### src/common/rftd_pkg.sv
// constants and carriers for the reading filter, trigger and display block
// assumes a 40 MHz hclk and readings in units one digit finer than normal
package rftd_pkg;
   // ************************************************************
   // register map and fields
   // ************************************************************
   localparam logic [4:0] OFF_CTRL  = 5'h00;
   localparam logic [4:0] OFF_TRIG  = 5'h04;
   localparam logic [4:0] OFF_STAT  = 5'h08;
   localparam logic [4:0] OFF_VALUE = 5'h0c;
   localparam logic [4:0] OFF_FREQ  = 5'h10;
   localparam logic [4:0] OFF_FILT  = 5'h14;
   localparam int C_FMODE = 0;
   localparam int C_THR   = 2;
   localparam int C_XDIG  = 4;
   localparam int C_SINGLE = 5;
   localparam int C_INSEL = 6;
   localparam int C_LOCK  = 8;
   localparam int C_RANGE = 9;
   localparam int C_AUTO  = 13;
   localparam int C_RESET = 31;
   localparam int T_PRESS = 0;
   localparam logic [2:0] HSIZE_WORD = 3'h2;
   // ************************************************************
   // modes and reset values
   // ************************************************************
   localparam logic [1:0] FM_OFF = 2'h0;
   localparam logic [1:0] FM_FAST = 2'h1;
   localparam logic [1:0] FM_MED = 2'h2;
   localparam logic [1:0] FM_SLOW = 2'h3;
   localparam logic [1:0] TH_COARSE = 2'h0;
   localparam logic [1:0] TH_MED = 2'h1;
   localparam logic [1:0] IN_WBND = 2'h2;
   localparam logic [5:0] WIN_FAST = 6'h04;
   localparam logic [5:0] WIN_MED = 6'h10;
   localparam logic [5:0] WIN_SLOW = 6'h20;
   // threshold counts 1000/100/10, scaled x10 into reading units
   localparam logic [23:0] THR_COARSE = 24'h002710;
   localparam logic [23:0] THR_MEDIUM = 24'h0003e8;
   localparam logic [23:0] THR_FINE   = 24'h000064;
   localparam logic [23:0] XDIG_SCALE = 24'h00000a;
   localparam logic [15:0] XDIG_MAIN = 16'h00ff;
   localparam logic [15:0] XDIG_WBND = 16'h03e0;
   // frequency bounds in 0.01 Hz: 9 Hz, 120 Hz, 1.2 k, 12 k, 1.2 M, 12 M
   localparam logic [31:0] F_BLANK = 32'h00000384;
   localparam logic [31:0] F_B4A = 32'h00002ee0;
   localparam logic [31:0] F_B3A = 32'h0001d4c0;
   localparam logic [31:0] F_B4B = 32'h00124f80;
   localparam logic [31:0] F_B3B = 32'h07270e00;
   localparam logic [31:0] F_B2B = 32'h47868c00;
   localparam int FLASH_MS = 250;
   localparam int CLK_KHZ = 40000;
   localparam int FLASH_CYC = FLASH_MS * CLK_KHZ;
   typedef enum logic [1:0] {DISP_DASH, DISP_NUM, DISP_OVER, DISP_UNDER} rftd_disp_e;
   // ************************************************************
   // carriers
   // ************************************************************
   typedef struct packed {
      logic        valid;
      logic        over;
      logic        under;
      logic [3:0]  range;
      logic [23:0] value;
      logic [31:0] freq;
   } rftd_rd_s;
   typedef struct packed {
      rftd_disp_e  mode;
      logic        flash;
      logic [2:0]  dec;
      logic        fblank;
      logic        unsettled;
      logic        xdig;
      logic [23:0] value;
   } rftd_disp_s;
endpackage

### src/logic/rftd_top.sv
// reading filter, trigger sequencing, range lock and display formatting
// assumes readings arrive as one-cycle strobes after each meas_start pulse
// How it works
// - blank frequency below 9 Hz
// - dashes until valid measurement exists
// - overload flashes all H display
// - under-range flashes all L display
// - unsettled until window full or reading
// - average of 4, 16, 32 readings
// - full resolution from first reading in the window
// - filtered value feeds transfer computations
// - medium/slow adds digit in some ranges
// - large deviation restarts average from reading
// - threshold 1000, 100, 10 counts
// - threshold ignores extra digit
// - restart restarts fill count and unsettled
// - trigger press flushes filter
// - high-resolution adds digit like filter
// - auto ranging after power-up and reset
// - range lock holds range until auto
// - continuous mode restarts after each measurement
// - single-shot press abandons and restarts
// - filtered single-shot series stops when full
// - frequency decimal places by band
//
// Design decisions made here: the AHB-Lite slave port and the placing of the registers.
`timescale 1ns/1ps
`default_nettype none
module rftd_top #(
   parameter int FLASH_CYCLES = rftd_pkg::FLASH_CYC
) (
   input  wire logic                 hclk,
   input  wire logic                 hresetn,
   input  wire logic                 hsel,
   input  wire logic [31:0]          haddr,
   input  wire logic [1:0]           htrans,
   input  wire logic                 hwrite,
   input  wire logic [2:0]           hsize,
   input  wire logic [31:0]          hwdata,
   input  wire logic                 hready,
   output logic                      hreadyout,
   output logic [31:0]               hrdata,
   output logic                      hresp,
   input  wire logic                 trig_key,
   input  wire rftd_pkg::rftd_rd_s   rd,
   output logic                      meas_start,
   output logic [1:0]                input_sel,
   output logic [3:0]                range_sel,
   output logic                      range_locked,
   output logic [23:0]               filt_value,
   output rftd_pkg::rftd_disp_s      disp
);
   // ************************************************************
   // state
   // ************************************************************
   typedef struct packed {
      logic                 ready;
      logic                 wr_pend;
      logic [4:0]           wr_addr;
      logic [31:0]          hrdata;
      logic [1:0]           fmode;
      logic [1:0]           thr;
      logic                 xsel;
      logic                 single;
      logic [1:0]           in_sel;
      logic                 locked;
      logic [3:0]           range;
      logic [31:0][23:0]    win;
      logic [28:0]          sum;
      logic [5:0]           cnt;
      logic [4:0]           wp;
      logic                 have;
      logic                 busy;
      logic                 start;
      logic                 armed;
      logic                 over;
      logic                 under;
      logic [31:0]          freq;
      logic [23:0]          filt;
      logic [23:0]          fcnt;
      rftd_pkg::rftd_disp_s dsp;
   } rftd_state_s;

   rftd_state_s s_reg;
   rftd_state_s s_next;

   function automatic logic [5:0] win_len(input logic [1:0] m);
      case (m)
         rftd_pkg::FM_FAST: win_len = rftd_pkg::WIN_FAST;
         rftd_pkg::FM_MED:  win_len = rftd_pkg::WIN_MED;
         default:           win_len = rftd_pkg::WIN_SLOW;
      endcase
   endfunction

   function automatic logic [23:0] thr_val(input logic [1:0] t);
      case (t)
         rftd_pkg::TH_COARSE: thr_val = rftd_pkg::THR_COARSE;
         rftd_pkg::TH_MED:    thr_val = rftd_pkg::THR_MEDIUM;
         default:             thr_val = rftd_pkg::THR_FINE;
      endcase
   endfunction

   function automatic logic [2:0] freq_dec(input logic [31:0] f);
      if (f < rftd_pkg::F_B4A) begin
         freq_dec = 3'h2;
      end else if (f < rftd_pkg::F_B3A) begin
         freq_dec = 3'h4;
      end else if (f < rftd_pkg::F_B4B) begin
         freq_dec = 3'h3;
      end else if (f < rftd_pkg::F_B3B) begin
         freq_dec = 3'h4;
      end else if (f < rftd_pkg::F_B2B) begin
         freq_dec = 3'h3;
      end else begin
         freq_dec = 3'h2;
      end
   endfunction

   // ************************************************************
   // next state
   // ************************************************************
   logic        flush;
   logic        inval;
   logic        press;
   logic        restart;
   logic        xd;
   logic [23:0] diff;
   logic [5:0]  len;
   logic [15:0] mask;
   logic [31:0] cw;

   always_comb begin
      s_next = s_reg;
      flush = 1'b0;
      inval = 1'b0;
      press = trig_key;
      restart = 1'b0;
      diff = 24'h0;
      cw = hwdata;
      len = win_len(s_reg.fmode);
      s_next.ready = 1'b1;
      s_next.start = 1'b0;
      // bus: zero wait, read data registered in the address phase
      s_next.wr_pend = 1'b0;
      if (hsel && htrans[1] && hready) begin
         s_next.wr_pend = hwrite && (hsize == rftd_pkg::HSIZE_WORD);
         s_next.wr_addr = haddr[4:0];
         s_next.hrdata = 32'h0;
         if (!hwrite) begin
            case (haddr[4:0])
               rftd_pkg::OFF_CTRL: begin
                  s_next.hrdata[rftd_pkg::C_FMODE +: 2] = s_reg.fmode;
                  s_next.hrdata[rftd_pkg::C_THR +: 2] = s_reg.thr;
                  s_next.hrdata[rftd_pkg::C_XDIG] = s_reg.xsel;
                  s_next.hrdata[rftd_pkg::C_SINGLE] = s_reg.single;
                  s_next.hrdata[rftd_pkg::C_INSEL +: 2] = s_reg.in_sel;
                  s_next.hrdata[rftd_pkg::C_LOCK] = s_reg.locked;
                  s_next.hrdata[rftd_pkg::C_RANGE +: 4] = s_reg.range;
               end
               rftd_pkg::OFF_STAT: begin
                  s_next.hrdata[14:0] = {s_reg.dsp.xdig, s_reg.busy, s_reg.range,
                                         s_reg.locked, s_reg.dsp.fblank, s_reg.dsp.dec,
                                         s_reg.dsp.flash, s_reg.dsp.mode,
                                         s_reg.dsp.unsettled};
                  s_next.hrdata[21:16] = s_reg.cnt;
               end
               rftd_pkg::OFF_VALUE: s_next.hrdata[23:0] = s_reg.dsp.value;
               rftd_pkg::OFF_FREQ:  s_next.hrdata = s_reg.freq;
               rftd_pkg::OFF_FILT:  s_next.hrdata[23:0] = s_reg.filt;
               default:             s_next.hrdata = 32'h0;
            endcase
         end
      end
      if (s_reg.wr_pend) begin
         case (s_reg.wr_addr)
            rftd_pkg::OFF_CTRL: begin
               if (cw[rftd_pkg::C_RESET]) begin
                  // reset command restores defaults and auto ranging
                  cw = 32'h0;
               end
               s_next.fmode = cw[rftd_pkg::C_FMODE +: 2];
               s_next.thr = cw[rftd_pkg::C_THR +: 2];
               s_next.xsel = cw[rftd_pkg::C_XDIG];
               s_next.single = cw[rftd_pkg::C_SINGLE];
               s_next.in_sel = cw[rftd_pkg::C_INSEL +: 2];
               if (cw[rftd_pkg::C_LOCK]) begin
                  s_next.locked = 1'b1;
                  s_next.range = cw[rftd_pkg::C_RANGE +: 4];
               end
               if (cw[rftd_pkg::C_AUTO] || hwdata[rftd_pkg::C_RESET]) begin
                  s_next.locked = 1'b0;
               end
               inval = (s_next.in_sel != s_reg.in_sel) ||
                       (s_next.range != s_reg.range) || hwdata[rftd_pkg::C_RESET];
               flush = s_next.fmode != s_reg.fmode;
            end
            rftd_pkg::OFF_TRIG: press = press || hwdata[rftd_pkg::T_PRESS];
            default: ;
         endcase
      end
      // a finished reading; a same-cycle press, input or range change or reset command discards it
      if (rd.valid && s_reg.busy && !inval && !press) begin
         s_next.busy = 1'b0;
         s_next.have = 1'b1;
         s_next.over = rd.over;
         s_next.under = rd.under;
         s_next.freq = rd.freq;
         if (!s_reg.locked && rd.range != s_reg.range) begin
            s_next.range = rd.range;
            restart = 1'b1;
         end
         if (!rd.over && !rd.under) begin
            if (s_reg.fmode == rftd_pkg::FM_OFF) begin
               s_next.filt = rd.value;
               s_next.dsp.unsettled = 1'b0;
            end else begin
               diff = (rd.value > s_reg.filt) ? rd.value - s_reg.filt
                                              : s_reg.filt - rd.value;
               // reading units hold the extra digit, the threshold is scaled to match
               restart = restart || s_reg.cnt == 6'h0 ||
                         diff > thr_val(s_reg.thr);
               if (restart) begin
                  s_next.sum = {5'h0, rd.value};
                  s_next.cnt = 6'h1;
                  s_next.wp = 5'h1;
                  s_next.win[0] = rd.value;
               end else begin
                  s_next.win[s_reg.wp] = rd.value;
                  s_next.wp = s_reg.wp + 5'h1;
                  if (s_reg.cnt < len) begin
                     s_next.sum = s_reg.sum + {5'h0, rd.value};
                     s_next.cnt = s_reg.cnt + 6'h1;
                  end else begin
                     s_next.sum = s_reg.sum + {5'h0, rd.value} -
                                  {5'h0, s_reg.win[s_reg.wp - len[4:0]]};
                  end
               end
               s_next.dsp.unsettled = s_next.cnt < len;
               // full resolution from the first entry of the window
               s_next.filt = 24'(s_next.sum / {23'h0, s_next.cnt});
            end
         end
         if (s_reg.single && s_reg.armed && s_reg.fmode != rftd_pkg::FM_OFF &&
             s_next.dsp.unsettled) begin
            s_next.start = 1'b1;
            s_next.busy = 1'b1;
         end else begin
            s_next.armed = 1'b0;
         end
      end
      if (flush || inval || press) begin
         s_next.sum = 29'h0;
         s_next.cnt = 6'h0;
         s_next.wp = 5'h0;
         s_next.dsp.unsettled = 1'b1;
      end
      if (inval) begin
         s_next.have = 1'b0;
         s_next.over = 1'b0;
         s_next.under = 1'b0;
      end
      if (inval || press) begin
         // converter treats a start while busy as abandon and restart
         s_next.start = 1'b1;
         s_next.busy = 1'b1;
         s_next.armed = 1'b1;
      end
      if (!s_next.single && !s_next.busy) begin
         s_next.start = 1'b1;
         s_next.busy = 1'b1;
      end
      // display formatting
      mask = (s_next.in_sel == rftd_pkg::IN_WBND) ? rftd_pkg::XDIG_WBND
                                                  : rftd_pkg::XDIG_MAIN;
      xd = (s_next.fmode == rftd_pkg::FM_MED || s_next.fmode == rftd_pkg::FM_SLOW ||
            s_next.xsel) && mask[s_next.range];
      s_next.dsp.xdig = xd;
      s_next.dsp.value = xd ? s_next.filt : s_next.filt / rftd_pkg::XDIG_SCALE;
      s_next.dsp.dec = freq_dec(s_next.freq);
      s_next.dsp.fblank = s_next.freq < rftd_pkg::F_BLANK;
      if (!s_next.have) begin
         s_next.dsp.mode = rftd_pkg::DISP_DASH;
      end else if (s_next.over) begin
         s_next.dsp.mode = rftd_pkg::DISP_OVER;
      end else if (s_next.under) begin
         s_next.dsp.mode = rftd_pkg::DISP_UNDER;
      end else begin
         s_next.dsp.mode = rftd_pkg::DISP_NUM;
      end
      // flash phase runs free; the panel shows it only for H and L fills
      if (s_reg.fcnt >= 24'(FLASH_CYCLES - 1)) begin
         s_next.fcnt = 24'h0;
         s_next.dsp.flash = !s_reg.dsp.flash;
      end else begin
         s_next.fcnt = s_reg.fcnt + 24'h1;
      end
   end

   always_ff @(posedge hclk or negedge hresetn) begin
      if (!hresetn) begin
         s_reg <= '0;
         s_reg.ready <= 1'b1;
         s_reg.dsp.unsettled <= 1'b1;
         // no frequency seen yet, so the frequency field starts blank
         s_reg.dsp.fblank <= 1'b1;
      end else begin
         s_reg <= s_next;
      end
   end

   assign hreadyout = s_reg.ready;
   assign hrdata = s_reg.hrdata;
   assign hresp = 1'b0;
   assign meas_start = s_reg.start;
   assign input_sel = s_reg.in_sel;
   assign range_sel = s_reg.range;
   assign range_locked = s_reg.locked;
   assign filt_value = s_reg.filt;
   assign disp = s_reg.dsp;

   logic quiet;
   logic ctrl_wr;
   assign quiet = !s_reg.wr_pend && !trig_key;
   assign ctrl_wr = s_reg.wr_pend && s_reg.wr_addr == rftd_pkg::OFF_CTRL;
endmodule
`default_nettype wire

### config.mk
export PLATFORM = sky130hd
export DESIGN_NAME = rftd_top
export DESIGN_NICKNAME = d
export VERILOG_FILES = /design/src/common/rftd_pkg.sv /design/src/logic/rftd_top.sv
export SDC_FILE = /design/constraint.sdc
export NUM_CORES = 2
export LEC_CHECK = 0
export BUFFER_PORTS_ARGS = -buffer_cell sky130_fd_sc_hd__buf_2
export CAP_MARGIN = 20
export CORE_MARGIN = 1.5
export CORE_UTILIZATION = 60
export CTS_CLUSTER_SIZE = 28
export DETAILED_ROUTE_END_ITERATION = 10
export PLACE_DENSITY = 0.78
export SYNTH_ARGS = -nofsm -noshare
export SYNTH_HDL_FRONTEND = slang
export SYNTH_SLANG_ARGS = --single-unit
### constraint.sdc
create_clock -name hclk -period 124.9 [get_ports hclk]
set_clock_uncertainty 0.05 [all_clocks]
set_input_delay 18.735 -clock hclk [delete_from_list [all_inputs] [get_ports hclk]]
set_output_delay 18.735 -clock hclk [all_outputs]
set_load 0.02 [all_outputs]
==> flow_summary.json <==
{
  "hold_buffers": 0,
  "clk_pin_slew_worst_paths_ps": 60,
  "drtIter0Drc": 5968,
  "cts_root_buf": "clkbuf_16",
  "syn_nets": 7767,
  "synth-edff-count": 0,
  "clock_sinks": 978,
  "cts.path.max_buffers": 3,
  "drive_gt1_frac": 0.138,
  "synth_compound_area_frac": 0.198,
  "met2_length_um": 92200,
  "rr_endpoint": "disp[0]$_DFF_PN0_",
  "die_h_um": 335,
  "synth_area_leaders": "dfrtp_1 37%, mux4_2 8.2%, o21ai_0 7.2%, nand2_1 6.9%, ha_1 5.3%",
  "dp_hpwl_um": 139000,
  "end_kind": "register",
  "drt-met1-wl_um": 83800,
  "ys_types": 135,
  "synth-main-ff-cell": "dfrtp_1",
  "synth.yosys.seq_area_share": 0.369,
  "routedWlPerCell_um": 23.1,
  "fmax_ghz": 0.00941,
  "grt_overflow_total": 0,
  "hold_path.startpoint": "s_reg[110]$_DFF_PN0_",
  "num_vias": 57700,
  "setup-tns-final_ps": 0,
  "arrival_ps": 106780,
  "worstPathRequired_ps": 125380,
  "grt_first_pass_wirelength_um": 314000,
  "final-max-slew-violation-count": 0,
  "syn_inst": 7344,
  "post-route-min-period_ps": 106300,
  "synth_top_family_by_area": "compound AO/OA/AOI/OAI gates",
  "crit_path_start_kind": "input port",
  "postSynth.asyncResetShare": 1.00,
  "rsz0062_at_grt": "no",
  "path_max_fanout": 40,
  "die_w_um": 335,
  "dp.cells": 8552,
  "rows": 121,
  "max_stage_delay_ps": 1010,
  "antenna_found_initial": 12,
  "synth.most_common_cell": "nand2_1",
  "grt_use_total": 0.355,
  "status": "completed",
  "cts_tree": "yes",
  "die-area_sq_mm": 0.113,
  "min_path_type": "register to register",
  "core_sq_mm": 0.109,
  "setup_viol": 0,
  "syn_area_sq_mm": 0.0663,
  "maxSlewHeadroom": 0.251,
  "grt_max_degree": 187,
  "dr_wl_met3_um": 18700,
  "synth_top_area_cell": "dfrtp_1",
  "portBuffers": 189,
  "gp_congestion": 0.973,
  "nets": 7614,
  "syn_to_final_growth_pct": 7.61,
  "vias_per_cell": 6.58,
  "avgSynthCellArea_sq_um": 9.03,
  "min_to": "hrdata[29]$_DFFE_PN0P_",
  "synth-adder-area-share": 0.0556,
  "grt_pass1_vias": 55300,
  "worstHoldPathCells": 1,
  "yosys.area_share.simple": 0.172,
  "drc": 0,
  "fin_cells": 8758,
  "dr.pass1.iters": 6,
  "period_share": 0.851,
  "finalHoldViolCount": 0,
  "rr_worst_depth": 366,
  "cts-htree-levels": 3,
  "top_layer_used": "met5",
  "synthTopCellsByCount": "1225 x nand2_1, 976 x dfrtp_1, 950 x o21ai_0",
  "synth_top_area_frac": 0.368,
  "numCtsBuffers": 99,
  "antenna_left": 0,
  "cts_resized": 0,
  "initial_core_util": 0.607,
  "drv_cap": 0,
  "io_pins": 237,
  "critPathMostFrequentCell": "o21a_1",
  "synth-xor-area-share": 0.0325,
  "rr_startpoint": "filt_value[14]$_DFF_PN0_",
  "drt-total-wl_um": 202000,
  "clk_latency_ps": 710,
  "synth_mux_area_frac": 0.124,
  "crit_slowest_cell": "and3_2",
  "reg2reg_slack_ps": 36990,
  "yosysWarnings": 0,
  "ys_seq_elements": 978,
  "path_class": "input port to register",
  "post_cts_buffers": 0,
  "worst_pin_slew_ps": 1110
}
==> through the flow <==
step / hold slack (ps) / worst slack (ps) / cell area (sq um) / util
floorplan: 389 / 31340 / 66300 / -
global placement: 406 / 21070 / 67500 / 0.618
detailed placement: 415 / 19830 / 67500 / 0.618
CTS: 422 / 20050 / 71000 / 0.650
global route: 437 / 11240 / 71300 / 0.654
finish: 426 / 18600 / 71400 / 0.654
==> placed cells by master (no fill, tap or decap), types with 101 or more instances in the layout <==
master and instances:
nand2_1 1208, dfrtp_1 974, o21ai_0 949, nor2_1 437
a21oi_1 323, ha_1 280, mux4_2 240, buf_2 189
inv_1 187, nor3_1 185, xnor2_1 148, mux2i_1 129
mux2_2 129, o21a_1 120, nand3_1 120, clkbuf_16 101
==> metal layers <==
metal,vias up,track usage
met5,-,0
met4,8,0.138
met3,469,0.0697
met2,2618,0.548
met1,28400,0.495
li1,26200,-
==> critical path: cells and delay by family <==
| kind | cells | cell delay [ps] |
|---|---|---|
| XOR/XNOR | 1 | 220 |
| buffers and inverters | 27 | 3870 |
| multiplexers | 8 | 2400 |
| AND/OR/NAND/NOR | 123 | 31670 |
| adder cells (fa/ha/maj) | 31 | 9700 |
| AO/OA/AOI/OAI | 178 | 39920 |
==> how the worst max path moves through the flow <==
stage	start	endpoint	slack (ps)	depth (start not counted)
6_report	rd[47]	disp[0]$_DFF_PN0_	18600	368
4_1_cts	rd[34]	disp[0]$_DFF_PN0_	20050	368
5_1_grt	rd[47]	disp[0]$_DFF_PN0_	11240	369
3_3_place_gp	rd[34]	disp[0]$_DFF_PN0_	21070	366
3_5_place_dp	rd[37]	disp[0]$_DFF_PN0_	19830	368
2_1_floorplan	rd[32]	disp[0]$_DFF_PN0_	31340	388
==> area by class of cell <==
class / count / area, sq um
antenna: 7 / 17.5
timing repair buffer: 304 / 2090
clock buffer: 141 / 2920
fill: 8737 / 37800
sequential: 978 / 24500
multi-input combinational: 5616 / 38700
tap: 1476 / 1850
inverter: 192 / 721
clock inverter: 44 / 612
==> logic make-up (layout without fill, tap and decap cells) <==
logic type | count (synthesis) | after routing
AOI/OAI and AO/OA | 2098 | 2098
xor gates and xnor gates | 244 | 244
adders and majority gates | 294 | 294
buffers and inverters | 750 | 681
DFF | 978 | 978
muxes | 504 | 504
other | 2 | 9
and+or+nand+nor | 2474 | 2474
Power is left out: the tool's default activity adds up to more than one toggle a clock period on the data nets, which glitch-free logic cannot reach.
